--- src/rrcr_pkg.sv ---
// Package with register map, field layouts and timing constants of the receiver config bank
package rrcr_pkg;

  // ****************************************************************
  // Register offsets
  // ****************************************************************
  localparam logic [7:0] OFS_FRAME_START_DETECT = 8'h34;
  localparam logic [7:0] OFS_RX_CONTROL         = 8'h35;
  localparam logic [7:0] OFS_RX_GUARD_TIME      = 8'h36;
  localparam logic [7:0] OFS_RX_DECODER_THRESH  = 8'h37;
  localparam logic [7:0] OFS_RECEIVER_INPUT_SEL = 8'h38;

  // ****************************************************************
  // Register layouts, most significant field first
  // ****************************************************************
  typedef struct packed {
    logic [1:0] rsvd_hi;
    logic       frame_start_event_enable;
    logic       frame_start_seen;
    logic       rsvd_mid;
    logic       subcarrier_event_enable;
    logic       subcarrier_seen;
    logic       subcarrier_now;
  } rrcr_sofd_t;

  typedef struct packed {
    logic       allow_partial_bytes;
    logic       multi_frame_receive;
    logic [1:0] rsvd;
    logic       disturbance_suppress;
    logic [2:0] baud_rate;
  } rrcr_ctrl_t;

  typedef struct packed {
    logic       rx_guard_unit_select;
    logic [6:0] guard_count;
  } rrcr_guard_t;

  typedef struct packed {
    logic [3:0] decoder_min_level;
    logic [3:0] phase_min_level;
  } rrcr_thresh_t;

  typedef struct packed {
    logic       single_input_mode;
    logic       converter_mode_select;
    logic [1:0] signal_source_select;
    logic [1:0] rsvd;
    logic [1:0] collision_threshold;
  } rrcr_rcv_t;

  // Receiver front events, all synchronous to clk_sys_i
  typedef struct packed {
    logic       sof;
    logic       subc;
    logic       byte_valid;
    logic [7:0] data;
    logic       partial;
    logic       error;
    logic       coll;
    logic       frame_end;
  } rrcr_rxin_t;

  typedef struct packed {
    logic       wr;
    logic       rst;
    logic [7:0] data;
  } rrcr_fifo_t;

  // ****************************************************************
  // Codes and reset values
  // ****************************************************************
  localparam logic [2:0] BAUD_26K     = 3'h2;
  localparam logic [2:0] BAUD_52K     = 3'h3;
  localparam logic [1:0] COLL_OFF     = 2'h3;
  localparam logic [1:0] EMD_BYTES    = 2'h3;
  localparam logic [7:0] SOFD_RST     = 8'h00;
  localparam logic [7:0] CTRL_RST     = 8'h02;
  localparam logic [7:0] GUARD_RST    = 8'h00;
  localparam logic [7:0] THRESH_RST   = 8'h00;
  localparam logic [7:0] RCV_RST      = 8'h00;

  // ****************************************************************
  // Timing
  // ****************************************************************
  localparam int CLK_FREQ_KHZ   = 100000;
  localparam int CARRIER_KHZ    = 13560;
  localparam int GUARD_CARRIERS = 16;
  localparam int BAUD26_KBD     = 26;
  localparam int BAUD52_KBD     = 52;
  localparam int UNIT_W         = 11;
  // Guard units round down: the guard is a longest ignore window
  localparam logic [UNIT_W-1:0] UNIT_CARRIER_CYC =
    UNIT_W'(GUARD_CARRIERS * CLK_FREQ_KHZ / CARRIER_KHZ);
  localparam logic [UNIT_W-1:0] UNIT_HALF26_CYC = UNIT_W'(CLK_FREQ_KHZ / (2 * BAUD26_KBD));
  localparam logic [UNIT_W-1:0] UNIT_HALF52_CYC = UNIT_W'(CLK_FREQ_KHZ / (2 * BAUD52_KBD));

endpackage

--- src/rrcr_top.sv ---
// Receiver configuration register bank with frame acceptance logic
`timescale 1ns/1ns
module rrcr_top (
  input  wire logic                   clk_sys_i,     // System clock
  input  wire logic                   rst_i,         // Async reset, active high
  input  wire logic [7:0]             addr_i,        // Register address
  input  wire logic [7:0]             wdata_i,       // Write data
  input  wire logic                   wr_i,          // Write strobe
  input  wire logic                   rd_i,          // Read strobe
  output logic [7:0]                  rdata_o,       // Read data, cycle after rd_i
  input  wire rrcr_pkg::rrcr_rxin_t   rxin_i,        // Receiver front events
  input  wire logic                   crc_enable_i,  // Checksum checking on
  input  wire logic [7:0]             error_reg_i,   // Current error register
  input  wire logic                   tx_end_i,      // End of sending pulse
  output rrcr_pkg::rrcr_fifo_t        fifo_o,        // FIFO write and reset
  output logic                        frame_start_event_o, // Frame-start or subcarrier-rise event
  output logic                        rx_complete_o, // Receive complete event
  output logic                        rx_stop_o,     // Terminate reception
  output logic                        guard_active_o,// Inputs being ignored
  output logic                        baud_valid_o,  // Baud code is defined
  output rrcr_pkg::rrcr_ctrl_t        rx_control_o,  // Receive control fields
  output rrcr_pkg::rrcr_thresh_t      threshold_o,   // Decoder thresholds
  output rrcr_pkg::rrcr_rcv_t         rcv_o          // Input select fields
);
  import rrcr_pkg::*;

  // ****************************************************************
  // Decoding and register storage
  // ****************************************************************
  function automatic logic hit(input logic [7:0] a, input logic [7:0] ofs);
    hit = (a == ofs);
  endfunction

  typedef enum {ST_IDLE, ST_RECV} rrcr_state_t;

  rrcr_sofd_t   sofd;
  rrcr_guard_t  guard;
  rrcr_sofd_t   next_sofd;
  rrcr_ctrl_t   next_ctrl;
  rrcr_guard_t  next_guard;
  rrcr_thresh_t next_thresh;
  rrcr_rcv_t    next_rcv;
  logic [7:0]   next_rdata;
  rrcr_sofd_t   wsofd;
  rrcr_ctrl_t   wctrl;
  rrcr_rcv_t    wrcv;
  logic         sof_clr;
  logic         subc_clr;

  assign wsofd = rrcr_sofd_t'(wdata_i);
  assign wctrl = rrcr_ctrl_t'(wdata_i);
  assign wrcv  = rrcr_rcv_t'(wdata_i);
  assign sof_clr  = wr_i && hit(addr_i, OFS_FRAME_START_DETECT) && !wsofd.frame_start_seen;
  assign subc_clr = wr_i && hit(addr_i, OFS_FRAME_START_DETECT) && !wsofd.subcarrier_seen;

  // ****************************************************************
  // Gated receiver inputs
  // ****************************************************************
  logic sof_in;
  logic subc_in;
  logic byte_in;
  logic end_in;
  logic err_in;
  logic subc_rise;

  // Inputs during the guard window are dropped, not delayed
  assign sof_in    = rxin_i.sof && !guard_active_o;
  assign subc_in   = rxin_i.subc && !guard_active_o;
  assign byte_in   = rxin_i.byte_valid && !guard_active_o;
  assign end_in    = rxin_i.frame_end && !guard_active_o;
  // Collisions only count while detection is switched on
  assign err_in    = rxin_i.error ||
                     (rxin_i.coll && rcv_o.collision_threshold != COLL_OFF);
  assign subc_rise = subc_in && !sofd.subcarrier_now;

  always_comb begin
    next_sofd   = sofd;
    next_ctrl   = rx_control_o;
    next_guard  = guard;
    next_thresh = threshold_o;
    next_rcv    = rcv_o;
    next_rdata  = 8'h00;
    if (wr_i) begin
      if (hit(addr_i, OFS_FRAME_START_DETECT)) begin
        next_sofd.frame_start_event_enable = wsofd.frame_start_event_enable;
        next_sofd.subcarrier_event_enable  = wsofd.subcarrier_event_enable;
      end
      if (hit(addr_i, OFS_RX_CONTROL)) begin
        next_ctrl      = wctrl;
        next_ctrl.rsvd = '0;
      end
      if (hit(addr_i, OFS_RX_GUARD_TIME)) begin
        next_guard = rrcr_guard_t'(wdata_i);
      end
      if (hit(addr_i, OFS_RX_DECODER_THRESH)) begin
        next_thresh = rrcr_thresh_t'(wdata_i);
      end
      if (hit(addr_i, OFS_RECEIVER_INPUT_SEL)) begin
        next_rcv      = wrcv;
        next_rcv.rsvd = '0;
      end
    end
    // A detection in the clearing cycle wins over the clear
    if (sof_clr) begin
      next_sofd.frame_start_seen = 1'b0;
    end
    if (sof_in) begin
      next_sofd.frame_start_seen = 1'b1;
    end
    if (subc_clr) begin
      next_sofd.subcarrier_seen = 1'b0;
    end
    if (subc_in) begin
      next_sofd.subcarrier_seen = 1'b1;
    end
    next_sofd.subcarrier_now = subc_in;
    next_sofd.rsvd_hi        = '0;
    next_sofd.rsvd_mid       = 1'b0;
    if (rd_i) begin
      if (hit(addr_i, OFS_FRAME_START_DETECT)) begin
        next_rdata = sofd;
      end else if (hit(addr_i, OFS_RX_CONTROL)) begin
        next_rdata = rx_control_o;
      end else if (hit(addr_i, OFS_RX_GUARD_TIME)) begin
        next_rdata = guard;
      end else if (hit(addr_i, OFS_RX_DECODER_THRESH)) begin
        next_rdata = threshold_o;
      end else if (hit(addr_i, OFS_RECEIVER_INPUT_SEL)) begin
        next_rdata = rcv_o;
      end
    end
  end

  always_ff @(posedge clk_sys_i or posedge rst_i) begin
    if (rst_i) begin
      sofd         <= rrcr_sofd_t'(SOFD_RST);
      rx_control_o <= rrcr_ctrl_t'(CTRL_RST);
      guard        <= rrcr_guard_t'(GUARD_RST);
      threshold_o  <= rrcr_thresh_t'(THRESH_RST);
      rcv_o        <= rrcr_rcv_t'(RCV_RST);
      rdata_o      <= 8'h00;
    end else begin
      sofd         <= next_sofd;
      rx_control_o <= next_ctrl;
      guard        <= next_guard;
      threshold_o  <= next_thresh;
      rcv_o        <= next_rcv;
      rdata_o      <= next_rdata;
    end
  end

  // ****************************************************************
  // Frame acceptance
  // ****************************************************************
  rrcr_state_t state;
  rrcr_state_t next_state;
  logic [1:0]  byte_cnt;
  logic [1:0]  next_byte_cnt;
  rrcr_fifo_t  next_fifo;
  logic        next_fs_event;
  logic        next_complete;
  logic        next_stop;
  logic        next_baud_valid;
  logic        early;
  logic        drop_partial;

  assign early = rx_control_o.disturbance_suppress && byte_cnt < EMD_BYTES;
  // Without the allow bit an incomplete byte is lost when the checksum is checked
  assign drop_partial = rxin_i.partial && crc_enable_i &&
                        !rx_control_o.allow_partial_bytes;

  always_comb begin
    next_state      = state;
    next_byte_cnt   = byte_cnt;
    next_fifo       = '0;
    next_complete   = 1'b0;
    next_stop       = 1'b0;
    next_fs_event   = (sof_in && sofd.frame_start_event_enable) ||
                      (subc_rise && sofd.subcarrier_event_enable);
    next_baud_valid = rx_control_o.baud_rate == BAUD_26K ||
                      rx_control_o.baud_rate == BAUD_52K;
    case (state)
      ST_IDLE: begin
        if (sof_in) begin
          next_state    = ST_RECV;
          next_byte_cnt = 2'h0;
        end
      end
      ST_RECV: begin
        if (end_in) begin
          if (early) begin
            next_fifo.rst = 1'b1;
          end else begin
            next_complete = 1'b1;
            if (rx_control_o.multi_frame_receive) begin
              next_fifo.wr   = 1'b1;
              next_fifo.data = error_reg_i;
            end
          end
          // A multi-frame receiver stays armed for the next frame start
          next_stop  = !rx_control_o.multi_frame_receive;
          next_state = ST_IDLE;
        end else if (byte_in) begin
          if (early && err_in) begin
            next_fifo.rst = 1'b1;
            next_byte_cnt = 2'h0;
          end else if (!drop_partial) begin
            next_fifo.wr   = 1'b1;
            next_fifo.data = rxin_i.data;
            if (byte_cnt != EMD_BYTES) begin
              next_byte_cnt = byte_cnt + 2'h1;
            end
          end
        end
      end
      default: begin
        next_state = ST_IDLE;
      end
    endcase
  end

  always_ff @(posedge clk_sys_i or posedge rst_i) begin
    if (rst_i) begin
      state               <= ST_IDLE;
      byte_cnt            <= 2'h0;
      fifo_o              <= '0;
      frame_start_event_o <= 1'b0;
      rx_complete_o       <= 1'b0;
      rx_stop_o           <= 1'b0;
      baud_valid_o        <= 1'b0;
    end else begin
      state               <= next_state;
      byte_cnt            <= next_byte_cnt;
      fifo_o              <= next_fifo;
      frame_start_event_o <= next_fs_event;
      rx_complete_o       <= next_complete;
      rx_stop_o           <= next_stop;
      baud_valid_o        <= next_baud_valid;
    end
  end

  rrcr_guard_timer u_guard (
    .clk_sys_i (clk_sys_i),
    .rst_i     (rst_i),
    .start_i   (tx_end_i),
    .count_i   (guard.guard_count),
    .unit_i    (guard.rx_guard_unit_select),
    .baud_i    (rx_control_o.baud_rate),
    .active_o  (guard_active_o)
  );

  rrcr_ctrl_t rd_ctrl;
  assign rd_ctrl = rrcr_ctrl_t'(rdata_o);
endmodule

--- src/rrcr_guard_timer.sv ---
// Post-transmit guard timer that blanks receiver inputs
`timescale 1ns/1ns
module rrcr_guard_timer (
  input  wire logic       clk_sys_i,  // System clock
  input  wire logic       rst_i,      // Async reset, active high
  input  wire logic       start_i,    // End of sending pulse
  input  wire logic [6:0] count_i,    // Guard count in units
  input  wire logic       unit_i,     // 0 carrier unit, 1 half bit
  input  wire logic [2:0] baud_i,     // Receive baud code
  output logic            active_o    // Inputs ignored while high
);
  import rrcr_pkg::*;

  logic [6:0]        remain;
  logic [UNIT_W-1:0] pre;
  logic [6:0]        next_remain;
  logic [UNIT_W-1:0] next_pre;
  logic              next_active;
  logic [UNIT_W-1:0] unit_len;

  always_comb begin
    if (!unit_i) begin
      unit_len = UNIT_CARRIER_CYC;
    end else if (baud_i == BAUD_52K) begin
      unit_len = UNIT_HALF52_CYC;
    end else begin
      unit_len = UNIT_HALF26_CYC;
    end
  end

  always_comb begin
    next_remain = remain;
    next_pre    = pre;
    next_active = active_o;
    if (start_i && count_i != 7'h00) begin
      next_remain = count_i;
      next_pre    = unit_len - UNIT_W'(1);
      next_active = 1'b1;
    end else if (active_o) begin
      if (pre != '0) begin
        next_pre = pre - UNIT_W'(1);
      end else if (remain == 7'h01) begin
        next_active = 1'b0;
      end else begin
        next_remain = remain - 7'h01;
        next_pre    = unit_len - UNIT_W'(1);
      end
    end
  end

  always_ff @(posedge clk_sys_i or posedge rst_i) begin
    if (rst_i) begin
      remain   <= '0;
      pre      <= '0;
      active_o <= 1'b0;
    end else begin
      remain   <= next_remain;
      pre      <= next_pre;
      active_o <= next_active;
    end
  end
endmodule

--- config.mk ---
export PLATFORM = sky130hd
export DESIGN_NAME = rrcr_top
export DESIGN_NICKNAME = d
export VERILOG_FILES = /design/src/rrcr_pkg.sv /design/src/rrcr_top.sv /design/src/rrcr_guard_timer.sv
export SDC_FILE = /design/constraint.sdc
export NUM_CORES = 1
export LEC_CHECK = 0
export ABC_AREA = 1
export BUFFER_PORTS_ARGS = -buffer_cell sky130_fd_sc_hd__buf_2
export CORE_ASPECT_RATIO = 2
export CORE_UTILIZATION = 54
export DETAILED_ROUTE_END_ITERATION = 10
export GPL_TIMING_DRIVEN = 0
export PLACE_DENSITY = 0.8
export SYNTH_ARGS = -nofsm -noshare
export SYNTH_HDL_FRONTEND = slang
export SYNTH_SLANG_ARGS = --single-unit
--- constraint.sdc ---
create_clock -name clk_sys_i -period 2.7 [get_ports clk_sys_i]
set_input_delay 0.135 -clock clk_sys_i [delete_from_list [all_inputs] [get_ports clk_sys_i]]
set_output_delay 0.135 -clock clk_sys_i [all_outputs]
set_load 0.005 [all_outputs]
# Word level (Yosys, flattened, before mapping)
# Cells that the tools add are included.
# Widths: inputs -> output; s select.
# classes
add_sub_neg	4
order_cmp	1
eq_ne	20
muxes	52
reduce_logical	41
# ops
cell	n
$mux 8	10
$mux 11	6
$mux 32	2
$pmux 32 s2	1
$eq 8x6->1 const B	5
$eq 32x1->1 const B	1
$logic_not 32->1	1
$mux 10	3
$mux 7	4
$sub 11x1->11 const B	2
$mux 1	19
$logic_and 1x1->1	16
$reduce_and 2->1	7
$mux 2	6
$ne 2x2->1 const B	6
$reduce_bool 11->1	1
$reduce_bool 2->1	4
$eq 7x1->1 const B	1
$reduce_bool 7->1	1
$sub 7x1->7 const B	1
$eq 3x2->1 const B	2
$logic_not 1->1	6
$ne 3x3->1 const B	2
$reduce_and 6->1	1
other kinds (7)	10
# totals
register_bits	108
output_inout_bits	47
elab_cells	148

# Longest topological paths before layout
# Gate-level depths: netlist of run 1.
# depth
depth_word	8
ltp_mapped	12
ltp_nobuf	12

# By module
# A second synthesis of run 1 with hierarchy kept.
# hier_totals
cells_unflattened	520
area_unflattened_um2	4284.1
# modules_own_cells
module	instances	cells_each	area_per_inst_um2	seq_area_each_um2
rrcr_top	1	310	2825.2	1452.6
rrcr_guard_timer	1	210	1458.9	475.5

# Worst setup path before layout of run 1
# OpenSTA, ideal clock, no wires.
# synth_path
kind	reg-to-reg
from	register u_guard.remain[1]
to	register u_guard.pre[6]
setup_time_ns	0.117
t_arrival_ns	1.347
t_required_ns	2.583
setup_slack_ns	1.236
path_stages_with_launch	13
path_buffers	1
cell_sequence	dfrtp_1 > inv_1 > ha_1 > inv_1 > nor2_1 > nand3_2 > nand2_2 > inv_2 > nor2_2 > nand2_2 > buf_6 > nand3_1 > nand2_1
# synth_between
elab_chain_cells	3
# synth_rtl
item	line_no	text
from (decl)	rrcr_guard_timer.sv:14	logic [6:0] remain;
from (signal assigned)	rrcr_guard_timer.sv:57	remain <= next_remain;
$eq 7x1->1	rrcr_guard_timer.sv:42	end else if (remain == 7'h01) begin
$ne 3x1->1 (no source line)	-	
$reduce_and 2->1 (no source line)	-	
to (signal assigned)	rrcr_guard_timer.sv:58	pre <= next_pre;
to (decl)	rrcr_guard_timer.sv:15	logic [UNIT_W-1:0] pre;
# Every way passes these cells.
# A chain may end at the register's enable or synchronous reset.

# Worst setup path after layout of run 1
# layout_path
from	register u_guard.remain[1]
to	register u_guard.pre[5]
# Same word-level chain as after synthesis.

==> results of run 1 <==
-- area by class of cell --
class	instances	area (um2)	area share, %
Clock inverter	3	15.0	0.309
Clock buffer	11	233	4.78
Tap cell	92	115	2.37
Timing Repair Buffer	89	473	9.72
Sequential cell	77	1930	39.6
Inverter	63	239	4.91
Multi-Input combinational cell	358	1760	36.1
Buffer	13	108	2.21
-- routing by layer --
metal	vias to the layer above	share of wire (%)
met4	0	6.8
li1	1799	-
met2	167	55
met1	1768	33
met5	-	0
met3	46	5.1
-- layout by cell type, fill, tap and decap left out, drive strengths merged --
| master | instances |
|---|---|
| a21o | 1 |
| a21oi | 3 |
| a32o | 1 |
| buf | 101 |
| clkbuf | 11 |
| clkinv | 4 |
| conb | 4 |
| dfrtp | 76 |
| dfstp | 1 |
| dlygate4sd3 | 1 |
| ha | 4 |
| inv | 62 |
| mux2 | 1 |
| nand2 | 154 |
| nand3 | 31 |
| nand3b | 1 |
| nand4 | 4 |
| nor2 | 67 |
| nor3 | 12 |
| o211ai | 1 |
| o21a | 2 |
| o21ai | 60 |
| o31ai | 2 |
| o32ai | 1 |
| or2 | 1 |
| xnor2 | 4 |
| xor2 | 4 |
-- per-stage QoR --
step	instances	TNS [ps]	util, %	instance area (um2)	setup slack (ps)
after floorplan	511	0	-	4030	600
after global placement	690	-15770	63.5	4580	-211
after detailed placement	691	0	63.9	4610	1060
after CTS	706	0	67.5	4870	1010
after global routing	706	0	67.5	4870	859
final	706	0	67.5	4870	1020
-- power breakdown --
group	internal [W]	switching, W	total [W]
sequential	0.00122	0.0000616	0.00128
combinational	0.000148	0.000232	0.000381
clock	0.000606	0.000426	0.00103
-- registers in the layout, indices dropped and copies added (netlist names), 5 cells and up --
signal / flops
sofd: 5
rdata_o: 8
u_guard.pre: 11
fifo_o: 10
u_guard.remain: 7
rx_control_o: 6
threshold_o: 8
rcv_o: 6
guard: 8
-- cell usage after synthesis, types with 2 or more instances --
master | count | area share (%)
sky130_fd_sc_hd__dfrtp_1 | 76 | 47
sky130_fd_sc_hd__xor2_1 | 4 | 0.87
sky130_fd_sc_hd__buf_6 | 4 | 1.1
sky130_fd_sc_hd__o21ai_0 | 44 | 5.5
sky130_fd_sc_hd__nand2_1 | 141 | 13
sky130_fd_sc_hd__nor2_1 | 53 | 5.0
sky130_fd_sc_hd__buf_4 | 7 | 1.3
sky130_fd_sc_hd__nand2_2 | 9 | 1.4
sky130_fd_sc_hd__nand2_4 | 4 | 1.1
sky130_fd_sc_hd__nor3_2 | 2 | 0.50
sky130_fd_sc_hd__nand3_2 | 2 | 0.50
sky130_fd_sc_hd__nand4_1 | 4 | 0.62
sky130_fd_sc_hd__o31ai_1 | 2 | 0.37
sky130_fd_sc_hd__inv_1 | 57 | 5.3
sky130_fd_sc_hd__a21oi_1 | 3 | 0.37
sky130_fd_sc_hd__nor2_4 | 4 | 1.1
sky130_fd_sc_hd__buf_2 | 2 | 0.25
sky130_fd_sc_hd__nor2_2 | 10 | 1.6
sky130_fd_sc_hd__ha_1 | 4 | 1.2
sky130_fd_sc_hd__xnor2_1 | 4 | 0.87
sky130_fd_sc_hd__nor3_1 | 10 | 1.2
sky130_fd_sc_hd__inv_2 | 5 | 0.47
sky130_fd_sc_hd__o21a_1 | 2 | 0.37
sky130_fd_sc_hd__nand3_1 | 29 | 3.6
sky130_fd_sc_hd__o21ai_1 | 14 | 1.7
-- kinds of logic after synthesis --
group	after synthesis	synth area share, %
buf+inv	76	8.57
fa+ha+maj	4	1.25
simple gates	270	30.2
flops	77	48.0
mux	1	0.374
xor+xnor	8	1.74
compound gates	71	9.81
other cells	1	0.0934
-- worst min-delay path: cells and delay by family --
kind                   cells  cell delay [ps]
buffers and inverters      2              130
AND/OR/NAND/NOR            1               70
-- final timing paths --
check / slack (ps) / start / cells after the start / endpoint
worst max register to register: 1020 / u_guard.remain[1] / 12 / u_guard.pre[5]
worst max-delay path: 1020 / u_guard.remain[1] / 12 / u_guard.pre[5]
max in group asynchronous: 1850 / rst_i / 4 / rx_control_o[1]
worst min-delay path: 40 / rxin_i[13] / 3 / sofd[0]
min in group asynchronous: 260 / rst_i / 3 / sofd[0]
worst min register to register: 480 / u_guard.pre[1] / 2 / u_guard.pre[1]
-- repair_timing --
item | in CTS | in global routing
hold buffers | 1 | 0
hold endpoints to repair | 11 | 0
gates resized for setup | 0 | 0
==> impl_results.rst, run 1 <==
.. list-table::
   :header-rows: 1

   * - Metric
     - Value
   * - Width of the die
     - 63.0 um
   * - TritonCTS clock tree
     - built
   * - Pwr Total
     - roughly 0.0027 W
   * - RSZ-0062 raised after global routing
     - false
   * - Clock sink count
     - 77
   * - Final min period
     - 1680 ps
   * - Number of routed nets with antenna violations
     - 0
   * - Fraction of met3 tracks used by global routing
     - just over 5%
   * - Number of pins with negative max-slew slack in the final report
     - 0
   * - Signal arrival time at the worst endpoint
     - 1890 ps
   * - Crit path kind
     - reg2reg
   * - Warnings, synthesis
     - 0
   * - Fmax achieved
     - about 600 MHz
   * - Crit Path Max Fanout
     - 10
   * - Starting density of the core
     - between 50 and 60%
   * - Fraction of layout instances using a drive strength above 1
     - between 20% and 30%
   * - Final setup violation count
     - 0
   * - Worst setup EP type
     - register
   * - Reported max-cap violation count
     - 0
   * - Core box area
     - 7210 um2
   * - Number of buffers inserted by post-CTS setup repair
     - 0
   * - Worst stage delay on the critical path
     - around 360 ps
   * - Die Height
     - ~120 um
   * - Wirelength per Cell
     - 14.9 um
   * - RePlAce Congestion
     - about 0.9
   * - 1st-iter DRT viols
     - 179
   * - Count of pins on the block boundary
     - 92
   * - EDFF count, synth
     - 0
   * - Nature of the critical path startpoint
     - register
   * - Total number of vias
     - roughly 3.8k
   * - Power per unit of standard cell area
     - 554 nW/um2
   * - CTS HTree Levels
     - 3
   * - Area of the die
     - 7810 um2
   * - I/O Buffers
     - 87
   * - GR Overflow Total
     - 0
   * - Lkg Pwr
     - ~2.7 nW
   * - Post-Syn Area per Cell
     - approximately 7.9 um2
   * - Post-synth design cell area
     - between 4000 and 5000 um2
   * - Sequence of cells on the critical path
     - inv_1 > ha_1 > inv_1 > nor2_1 > nand3_2 > nand2_2 > inv_2 > nor2_2 > nand2_2 > buf_6 > nand3_1 > nand2_1
   * - Via count of the first global-routing pass
     - roughly 3.8k
   * - Top delay family on crit path
     - simple AND/OR/NAND/NOR gates
   * - Detailed placement HPWL
     - around 8.2 mm
   * - Class of the tightest hold or removal check
     - in2reg
   * - IR Drop Worst-Case VDD
     - just under 500 uV
   * - Met1 Use GR
     - approximately 27%
   * - Final Routed Wirelength
     - between 10 and 15 mm
   * - Final setup skew
     - 8.05 ps
   * - Clock transition at path regs
     - roughly 60 ps
   * - Fill cell total of the finished layout
     - about 620
   * - Hold Worst Slack
     - between 30 and 40 ps
   * - Clk Latency, worst-skew pair
     - about 330 ps
   * - Clock buffers created by TritonCTS
     - 9
   * - Initial DRT Pass Iterations
     - 6
   * - Number of antenna violations at the first check in global routing
     - 0
   * - Req. time, crit path
     - approximately 2900 ps
   * - Critical-path cell with the highest stage delay
     - sky130_fd_sc_hd__dfrtp_1
   * - Root buffer cell
     - sky130_fd_sc_hd__clkbuf_16
   * - Post-route DRC
     - 0
   * - Final hold vios
     - 0
   * - Final worst-path cycle share
     - around 62%
   * - Count of unique library cells instantiated by Yosys
     - 37
   * - Count of standard-cell rows
     - between 40 and 50
   * - Overall track demand over capacity in global routing
     - about 29%
   * - Mean number of vias per cell
     - approximately 5.4
   * - Layout Area Growth over Synthesis
     - 21.2%
   * - Flip-flop and latch count after synthesis
     - between 70 and 80
   * - Global-route met2 utilization
     - a little over half
   * - Pin count of the biggest net entering global routing
     - 67
   * - Buf+Inv Stages, Crit Path
     - 4
   * - Sequential area share after synthesis
     - ~48%
   * - Max Root-Sink Buffers
     - 2
   * - Count of mapped cells out of synthesis
     - 508
   * - Busiest layer in global routing
     - met2
   * - Global-route wire length before repair
     - 16.9 mm
   * - Async set-reset flop share out of synthesis
     - 100%
   * - Antenna diodes
     - 0
   * - Net count reported at finish
     - 660
   * - Run status
     - completed
   * - Most used DFF post-synth
     - sky130_fd_sc_hd__dfrtp_1
Note: power is estimated with default switching activity, not from simulation.
==> inputs of run 2 (changes only) <==
CORE_UTILIZATION = 49   (was 54)
PLACE_DENSITY = 0.76   (was 0.8)
clock period = 1.5 ns   (was 2.7 ns; I/O delays follow)
==> run 2 against run 1 <==
  * The run now ends with negative setup slack left
  * Combinational power up 120%
  * Routed wire length up 9.9%
  * Sequential power up 81%
  * Utilization down 0.84 points
  * First-iteration DRC count up 13%
  * Register-to-register slack worse by 1100 ps
  * Via count up 4.0%
  * Critical endpoint is now u_guard.remain[4]
  * Largest cell class is now multi-input gates
  * Highest routed layer unchanged
==> impl_results.rst, run 2 (same netlist as run 1, synthesis figures left out) <==
.. list-table::
   :header-rows: 1

   * - Metric
     - Value
   * - Run status
     - complete, but fails checks
   * - Failing checks
     - negative setup slack
   * - Count of placed standard cells in the final layout, fillers left out
     - 733 (+3.8%)
   * - Crit Path Max Fanout
     - 10 (unchanged)
   * - Clock transition at path regs
     - 60 ps (about the same)
   * - Max Root-Sink Buffers
     - 2 (unchanged)
   * - Number of antenna violations at the first check in global routing
     - 0 (unchanged)
   * - Die Height
     - 130 um (+4.9%)
   * - Pin count of the biggest net entering global routing
     - 45 (-33%)
   * - Final setup violation count
     - 9 (+9)
   * - Mean number of vias per cell
     - 5.36 (+0.19%)
   * - Total length of routed met3 wires
     - 532 um (-0.37%)
   * - Detailed placement HPWL
     - 8.20 mm (+0.63%)
   * - Clock buffers created by TritonCTS
     - 9 (unchanged)
   * - Total number of vias
     - 3,932 (+4.0%)
   * - Register containing the most flip-flops in the final layout
     - u_guard.pre
   * - Post-route cell area
     - 5290 um2 (+8.8%)
   * - Power per unit of standard cell area
     - 993 nW/um2 (+79%)
   * - Pre-CTS WS
     - -174 ps (-1230 ps)
   * - Req. time, crit path
     - 1750 ps (-1160 ps)
   * - Registers with the most flip-flops
     - u_guard.pre (11), fifo_o (10)
   * - Overall track demand over capacity in global routing
     - 27.4% (-1.5 points)
   * - Layout Area Growth over Synthesis
     - 31.8%
   * - 1st-iter DRT viols
     - 203 (+13%)
   * - Final min period
     - 1540 ps (-141 ps)
   * - Placed Instance Area
     - 4610 um2 (about the same)
   * - Worst setup EP type
     - register
   * - Least-Margin Pin Slew
     - between 700 and 800 ps
   * - Width of the die
     - 66.0 um (+4.8%)
   * - Origin of the worst setup path
     - u_guard.pre[0]
   * - Setup TNS
     - -160 ps (-160 ps)
   * - Area of the die
     - 8580 um2 (+10%)
   * - Reg2reg start
     - u_guard.pre[0]
   * - Number of pins with negative max-slew slack in the final report
     - 0 (unchanged)
   * - Initial DRT Pass Iterations
     - 5 (-1)
   * - Class of the tightest hold or removal check
     - in2reg
   * - Footprint of the multi-input gates
     - 1940 um2 (+10%)
   * - Final Routed Wirelength
     - 11.5 mm (+9.9%)
   * - IR Drop Worst-Case VDD
     - 867 uV (+75%)
   * - Global-route wire length before repair
     - 17.2 mm (+1.8%)
   * - Signal arrival time at the worst endpoint
     - 1790 ps (-100 ps)
   * - Fill cell total of the finished layout
     - 653 (+4.6%)
   * - Final setup skew
     - 3.58 ps (-4.47 ps)
   * - Final worst setup slack
     - -37.3 ps (-1060 ps)
   * - TritonCTS clock tree
     - built
   * - Count of standard-cell rows
     - 46 (+4.5%)
   * - Wirelength per Cell
     - 15.7 um (+5.9%)
   * - Worst stage delay on the critical path
     - 380 ps (+20 ps)
   * - Normalized max-slew margin
     - just under 50%
   * - Critical-path cell with the highest stage delay
     - sky130_fd_sc_hd__dfrtp_1
   * - Crit path kind
     - reg2reg
   * - CTS HTree Levels
     - 3 (unchanged)
   * - Hold Worst Slack
     - 7.41 ps (-30.6 ps)
   * - Clk Latency, worst-skew pair
     - 330 ps (about the same)
   * - Root buffer cell
     - sky130_fd_sc_hd__clkbuf_16
   * - Antenna diodes
     - 0 (unchanged)
   * - Commonest non-fill, non-tap cell in the layout
     - sky130_fd_sc_hd__nand2_1
   * - Final worst-path cycle share
     - 102% (+40 points)
   * - Flip-flop count of the largest register after layout
     - 11 (unchanged)
   * - Lkg Pwr
     - 2.86 nW (+6.0%)
   * - Met1 wire length
     - 3.70 mm (+6.7%)
   * - Starting density of the core
     - 50.6% (-5.1 points)
   * - Reported max-cap violation count
     - 0 (unchanged)
   * - Core box area
     - 7940 um2 (+10%)
   * - I/O Buffers
     - 87 (unchanged)
   * - Number of routed nets with antenna violations
     - 0 (unchanged)
   * - Fmax achieved
     - 651 MHz (+9.2%)
   * - Nature of the critical path startpoint
     - register
   * - Register Area
     - 1930 um2 (+0.13%)
   * - Commonest cells after routing, fill and taps aside
     - sky130_fd_sc_hd__nand2_1, sky130_fd_sc_hd__buf_2, sky130_fd_sc_hd__dfrtp_1, sky130_fd_sc_hd__inv_1, sky130_fd_sc_hd__nor2_1
   * - GR Overflow Total
     - 0 (unchanged)
   * - DR WL met2
     - 6.39 mm (+11%)
   * - Topmost layer with routed signal wires
     - met4
   * - Post-route DRC
     - 0 (unchanged)
   * - Fraction of layout instances using a drive strength above 1
     - 33.9% (+8.7 points)
   * - Sequence of cells on the critical path
     - inv_2 > ha_4 > nand3_2 > nor2_2 > nand2_2 > o21ai_2 > buf_6 > nand2_1 > o21ai_1
   * - DP Cell Count
     - 695 (+0.58%)
   * - Worst min-delay path startpoint
     - rxin_i[14]
   * - Final hold vios
     - 0 (unchanged)
   * - RePlAce Congestion
     - 0.856 (-3.4%)
   * - Via count of the first global-routing pass
     - 3,844 (+0.078%)
   * - Count of pins on the block boundary
     - 92 (unchanged)
   * - Net count reported at finish
     - 682 (+3.3%)
   * - RSZ-0062 raised after global routing
     - true
   * - Clock sink count
     - 77 (unchanged)
==> run 2: cell count changes in the layout (fill, tap and decap cells not counted), sizes merged <==
cell         previous run  this run
nand2                 154       155
clkbuf                 11        15
buf                   101       118
clkinv                  4         1
inv                    62        61
dlygate4sd3             1         5
clkinvlp                0         1
==> run 2: per-layer routing <==
metal,up-vias,GRT usage [%]
met1,1859,24.0
met5,-,0
met3,51,4.90
li1,1849,-
met2,173,51.0
met4,0,23.0
==> run 2: worst paths after layout <==
| path | to | slack [ps] | depth (start not counted) |
|---|---|---|---|
| max in group asynchronous | rx_control_o[1] | 360 | 4 |
| min in group asynchronous | u_guard.remain[1] | 420 | 3 |
| setup reg to reg | u_guard.remain[4] | -40 | 9 |
| hold / removal | sofd[4] | 7 | 3 |
| hold reg to reg | sofd[4] | 500 | 2 |
| setup / recovery | u_guard.remain[4] | -40 | 9 |
==> run 2: cell type report <==
cell class / instances / area share, %
Multi-Input combinational cell: 359 / 36.6
Clock buffer: 15 / 5.63
Sequential cell: 77 / 36.5
Tap cell: 96 / 2.27
Buffer: 13 / 2.10
Timing Repair Buffer: 110 / 12.2
Inverter: 63 / 4.70
==> run 2: repair_timing <==
action / in CTS / in global routing
hold endpoints to repair: 37 / 0
pin swaps: 6 / 24
resized for setup: 19 / 50
hold buffers: 5 / 0
buffers inserted: 5 / 11
gates cloned: 1 / 1
setup endpoints to repair: 33 / 29
==> run 2: critical path, delay by kind of cell, from the launching register on <==
family | cells | cell delay, ps
AO/OA/AOI/OAI | 2 | 260
flip-flops | 1 | 380
AND/OR/NAND/NOR | 4 | 370
adder cells (fa/ha/maj) | 1 | 180
buffers and inverters | 2 | 270
==> run 2: power breakdown <==
group,internal [W],switching [W],total [W]
sequential,0.00220,0.000122,0.00232
combinational,0.000340,0.000489,0.000829
clock,0.00134,0.000766,0.00210
==> run 2: per-stage QoR <==
step                total power [W]  utilization, %
finish                      0.00526            66.6
global route                0.00548            66.6
CTS                         0.00517            63.6
detailed placement          0.00302            58.0
global placement            0.00298            57.8
floorplan                   0.00277               -
==> inputs of run 3 (changes only) <==
CORE_UTILIZATION = 54   (was 49)
PLACE_DENSITY = 0.8   (was 0.76)
clock period = 1.55 ns   (was 1.5 ns; I/O delays follow)
==> run 3 against run 2 <==
  * The flow still finishes with violations (negative setup slack)
  * Sequential share of layout area grew 0.53 points
  * Clock-buffer cell count is the same
  * Maximum frequency shrank 1.5%
  * Largest power group unchanged
==> impl_results.rst, run 3 (same netlist as run 1, synthesis figures left out) <==
.. list-table::
   :header-rows: 1

   * - Metric
     - Value
   * - Req. time, crit path
     - 1770 ps (+20 ps)
   * - Nature of the critical path startpoint
     - register
   * - Clk Latency, worst-skew pair
     - 330 ps (about the same)
   * - Worst stage delay on the critical path
     - 440 ps (+60 ps)
   * - GR Overflow Total
     - 0 (unchanged)
   * - Normalized max-slew margin
     - 42.6% (-6.8 points)
   * - Die Height
     - 124 um (-4.7%)
   * - Fraction of met3 tracks used by global routing
     - 5.40% (+0.51 points)
   * - Number of pins with negative max-slew slack in the final report
     - 0 (unchanged)
   * - Layout Area Growth over Synthesis
     - 29.8%
   * - Footprint of the multi-input gates
     - 1950 um2 (+0.84%)
   * - Sequence of cells on the critical path
     - nor2_2 > nand2_1 > nor2_4 > nand2_4 > nand2_4 > inv_2 > nand2_1 > nand2_1 > nand2_2 > nand2_1
   * - Critical-path cell with the highest stage delay
     - sky130_fd_sc_hd__dfrtp_1
   * - Core box area
     - 7210 um2 (-9.2%)
   * - Fill cell total of the finished layout
     - 560 (-14%)
   * - Hold Worst Slack
     - 8.53 ps (+1.12 ps)
   * - Root buffer cell
     - sky130_fd_sc_hd__clkbuf_16
   * - Least-Margin Pin Slew
     - 859 ps (+102 ps)
   * - Pin count of the biggest net entering global routing
     - 40 (-11%)
   * - Clock buffers created by TritonCTS
     - 9 (unchanged)
   * - Count of pins on the block boundary
     - 92 (unchanged)
   * - Mean number of vias per cell
     - 5.35 (-0.33%)
   * - Power per unit of standard cell area
     - 951 nW/um2 (-4.2%)
   * - Pwr Total
     - 0.00496 W (-5.7%)
   * - 1st-iter DRT viols
     - 175 (-14%)
   * - Count of placed standard cells in the final layout, fillers left out
     - 724 (-1.2%)
   * - Commonest cells after routing, fill and taps aside
     - sky130_fd_sc_hd__nand2_1, sky130_fd_sc_hd__buf_2, sky130_fd_sc_hd__dfrtp_1, sky130_fd_sc_hd__inv_1, sky130_fd_sc_hd__nor2_1
   * - Worst setup EP type
     - register
   * - Width of the die
     - 63.0 um (-4.6%)
   * - Wirelength per Cell
     - 15.6 um (-0.58%)
   * - Most frequent CP cell
     - sky130_fd_sc_hd__nand2_1
   * - Antenna diodes
     - 0 (unchanged)
   * - Post-route cell area
     - 5210 um2 (-1.5%)
   * - Top delay family on crit path
     - simple AND/OR/NAND/NOR gates
   * - I/O Buffers
     - 87 (unchanged)
   * - Global-route wire length before repair
     - 16.8 mm (-2.5%)
   * - Final min period
     - 1560 ps (+24.1 ps)
   * - Final worst-path cycle share
     - 101% (-1.7 points)
   * - Final Routed Wirelength
     - 11.3 mm (-1.8%)
   * - Fmax achieved
     - 640 MHz (-1.5%)
   * - Via count of the first global-routing pass
     - 3,777 (-1.7%)
   * - Flip-flop count of the largest register after layout
     - 11 (unchanged)
   * - Reported max-cap violation count
     - 0 (unchanged)
   * - Crit path kind
     - reg2reg
   * - Fraction of layout instances using a drive strength above 1
     - 33.7% (-0.21 points)
   * - Final hold vios
     - 0 (unchanged)
   * - Starting density of the core
     - 55.7% (+5.1 points)
   * - Met1 Use GR
     - 26.1% (+2.1 points)
   * - Initial DRT Pass Iterations
     - 5 (unchanged)
   * - Run status
     - complete, but fails checks
   * - Final worst setup slack
     - -11.4 ps (+25.9 ps)
   * - Commonest non-fill, non-tap cell in the layout
     - sky130_fd_sc_hd__nand2_1
   * - Signal arrival time at the worst endpoint
     - 1790 ps (about the same)
   * - Count of standard-cell rows
     - 44 (-4.3%)
   * - Failing checks
     - negative setup slack
   * - Busiest layer in global routing
     - met2
   * - Net count reported at finish
     - 676 (-0.88%)
   * - Total number of vias
     - 3,871 (-1.6%)
   * - Crit Path Max Fanout
     - 6 (-4)
   * - Clock sink count
     - 77 (unchanged)
   * - IR Drop Worst-Case VDD
     - 844 uV (-2.6%)
   * - TritonCTS clock tree
     - built
   * - Global-route met2 utilization
     - 53.9% (+2.9 points)
   * - DP Cell Count
     - 691 (-0.58%)
   * - Buf+Inv Stages, Crit Path
     - 1 (-1)
   * - Overall track demand over capacity in global routing
     - 28.8% (+1.5 points)
   * - RePlAce Congestion
     - 0.849 (-0.82%)
   * - Number of antenna violations at the first check in global routing
     - 0 (unchanged)
   * - Register containing the most flip-flops in the final layout
     - u_guard.pre
   * - Placed Instance Area
     - 4600 um2 (-0.11%)
   * - Post-route DRC
     - 0 (unchanged)
   * - Class of the tightest hold or removal check
     - in2reg
   * - Registers with the most flip-flops
     - u_guard.pre (11), fifo_o (10)
   * - RSZ-0062 raised after global routing
     - true
   * - Area of the die
     - 7810 um2 (-9.1%)
   * - CTS HTree Levels
     - 3 (unchanged)
   * - Clock transition at path regs
     - 60 ps (about the same)
   * - Number of routed nets with antenna violations
     - 0 (unchanged)
   * - Lkg Pwr
     - 2.84 nW (-0.79%)
   * - Max Root-Sink Buffers
     - 2 (unchanged)
   * - Final setup violation count
     - 4 (-5)
   * - Pre-CTS WS
     - -119 ps (+55.0 ps)
   * - Detailed placement HPWL
     - 8.11 mm (-1.1%)
   * - Register Area
     - 1930 um2 (about the same)
   * - Final setup skew
     - 5.50 ps (+1.91 ps)
[run 3: changes by cell type in the layout (fill, tap and decap cells not counted), sizes merged]
| cell | previous run | this run |
|---|---|---|
| clkinv | 1 | 2 |
| buf | 118 | 114 |
| dlygate4sd3 | 5 | 3 |
[run 3: final timing paths]
kind,start,depth (start not counted),endpoint,slack (ps)
max in group asynchronous,rst_i,4,rx_control_o[1],370
worst max register to register,u_guard.pre[4],10,u_guard.pre[7],-10
worst max-delay path,u_guard.pre[4],10,u_guard.pre[7],-10
worst min register to register,sofd[4],2,sofd[4],500
min in group asynchronous,rst_i,3,u_guard.remain[1],460
worst min-delay path,wdata_i[3],3,guard[3],9
[run 3: per-layer routing]
metal  part of all wire, %  up-vias
met5                     0        -
met4                   7.2        0
met3                   4.5       55
met2                    56      156
met1                    32     1827
li1                      -     1833
[run 3: layout make-up]
cell class              instances  area share [%]
flip-flops and latches         77            37.0
inverters                      63            4.73
repair buffers                104            11.3
clock inverters                 1          0.0960
well taps                      92            2.21
clock buffers                  15            5.14
plain buffers                  13            2.14
multi-input cells             359            37.4
[run 3: per-stage QoR]
| step | setup TNS [ps] | utilization [%] |
|---|---|---|
| 2_1_floorplan | 0 | - |
| 3_3_place_gp | -917 | 63.5 |
| 3_5_place_dp | -1680 | 63.8 |
| 4_1_cts | 0 | 68.6 |
| 5_1_grt | -1260 | 72.3 |
| 6_report | -28.5 | 72.3 |
[run 3: worst register-to-register path: stages (launching register included)]
cell	delay [ps]
sky130_fd_sc_hd__dfrtp_1	440
sky130_fd_sc_hd__nor2_2	200
sky130_fd_sc_hd__nand2_1	120
sky130_fd_sc_hd__nor2_4	170
sky130_fd_sc_hd__nand2_4	100
sky130_fd_sc_hd__nand2_4	100
sky130_fd_sc_hd__inv_2	80
sky130_fd_sc_hd__nand2_1	80
sky130_fd_sc_hd__nand2_1	60
sky130_fd_sc_hd__nand2_2	60
sky130_fd_sc_hd__nand2_1	40
[run 3: what timing repair did]
action                                 CTS  global route
setup endpoints to repair               30            28
endpoints found under the hold margin   41             0
pin swaps                                1            25
setup buffers                            2             8
gates resized for setup                 10            56
hold buffers                             3             0
cloned                                   0             4
[run 3: power by group]
group | switching [W] | internal (W) | leakage (nW)
logic | 0.000467 | 0.000324 | 1.73
registers | 0.000120 | 0.00213 | 0.971
clock network | 0.000747 | 0.00117 | 0.134
total | 0.00133 | 0.00362 | 2.84
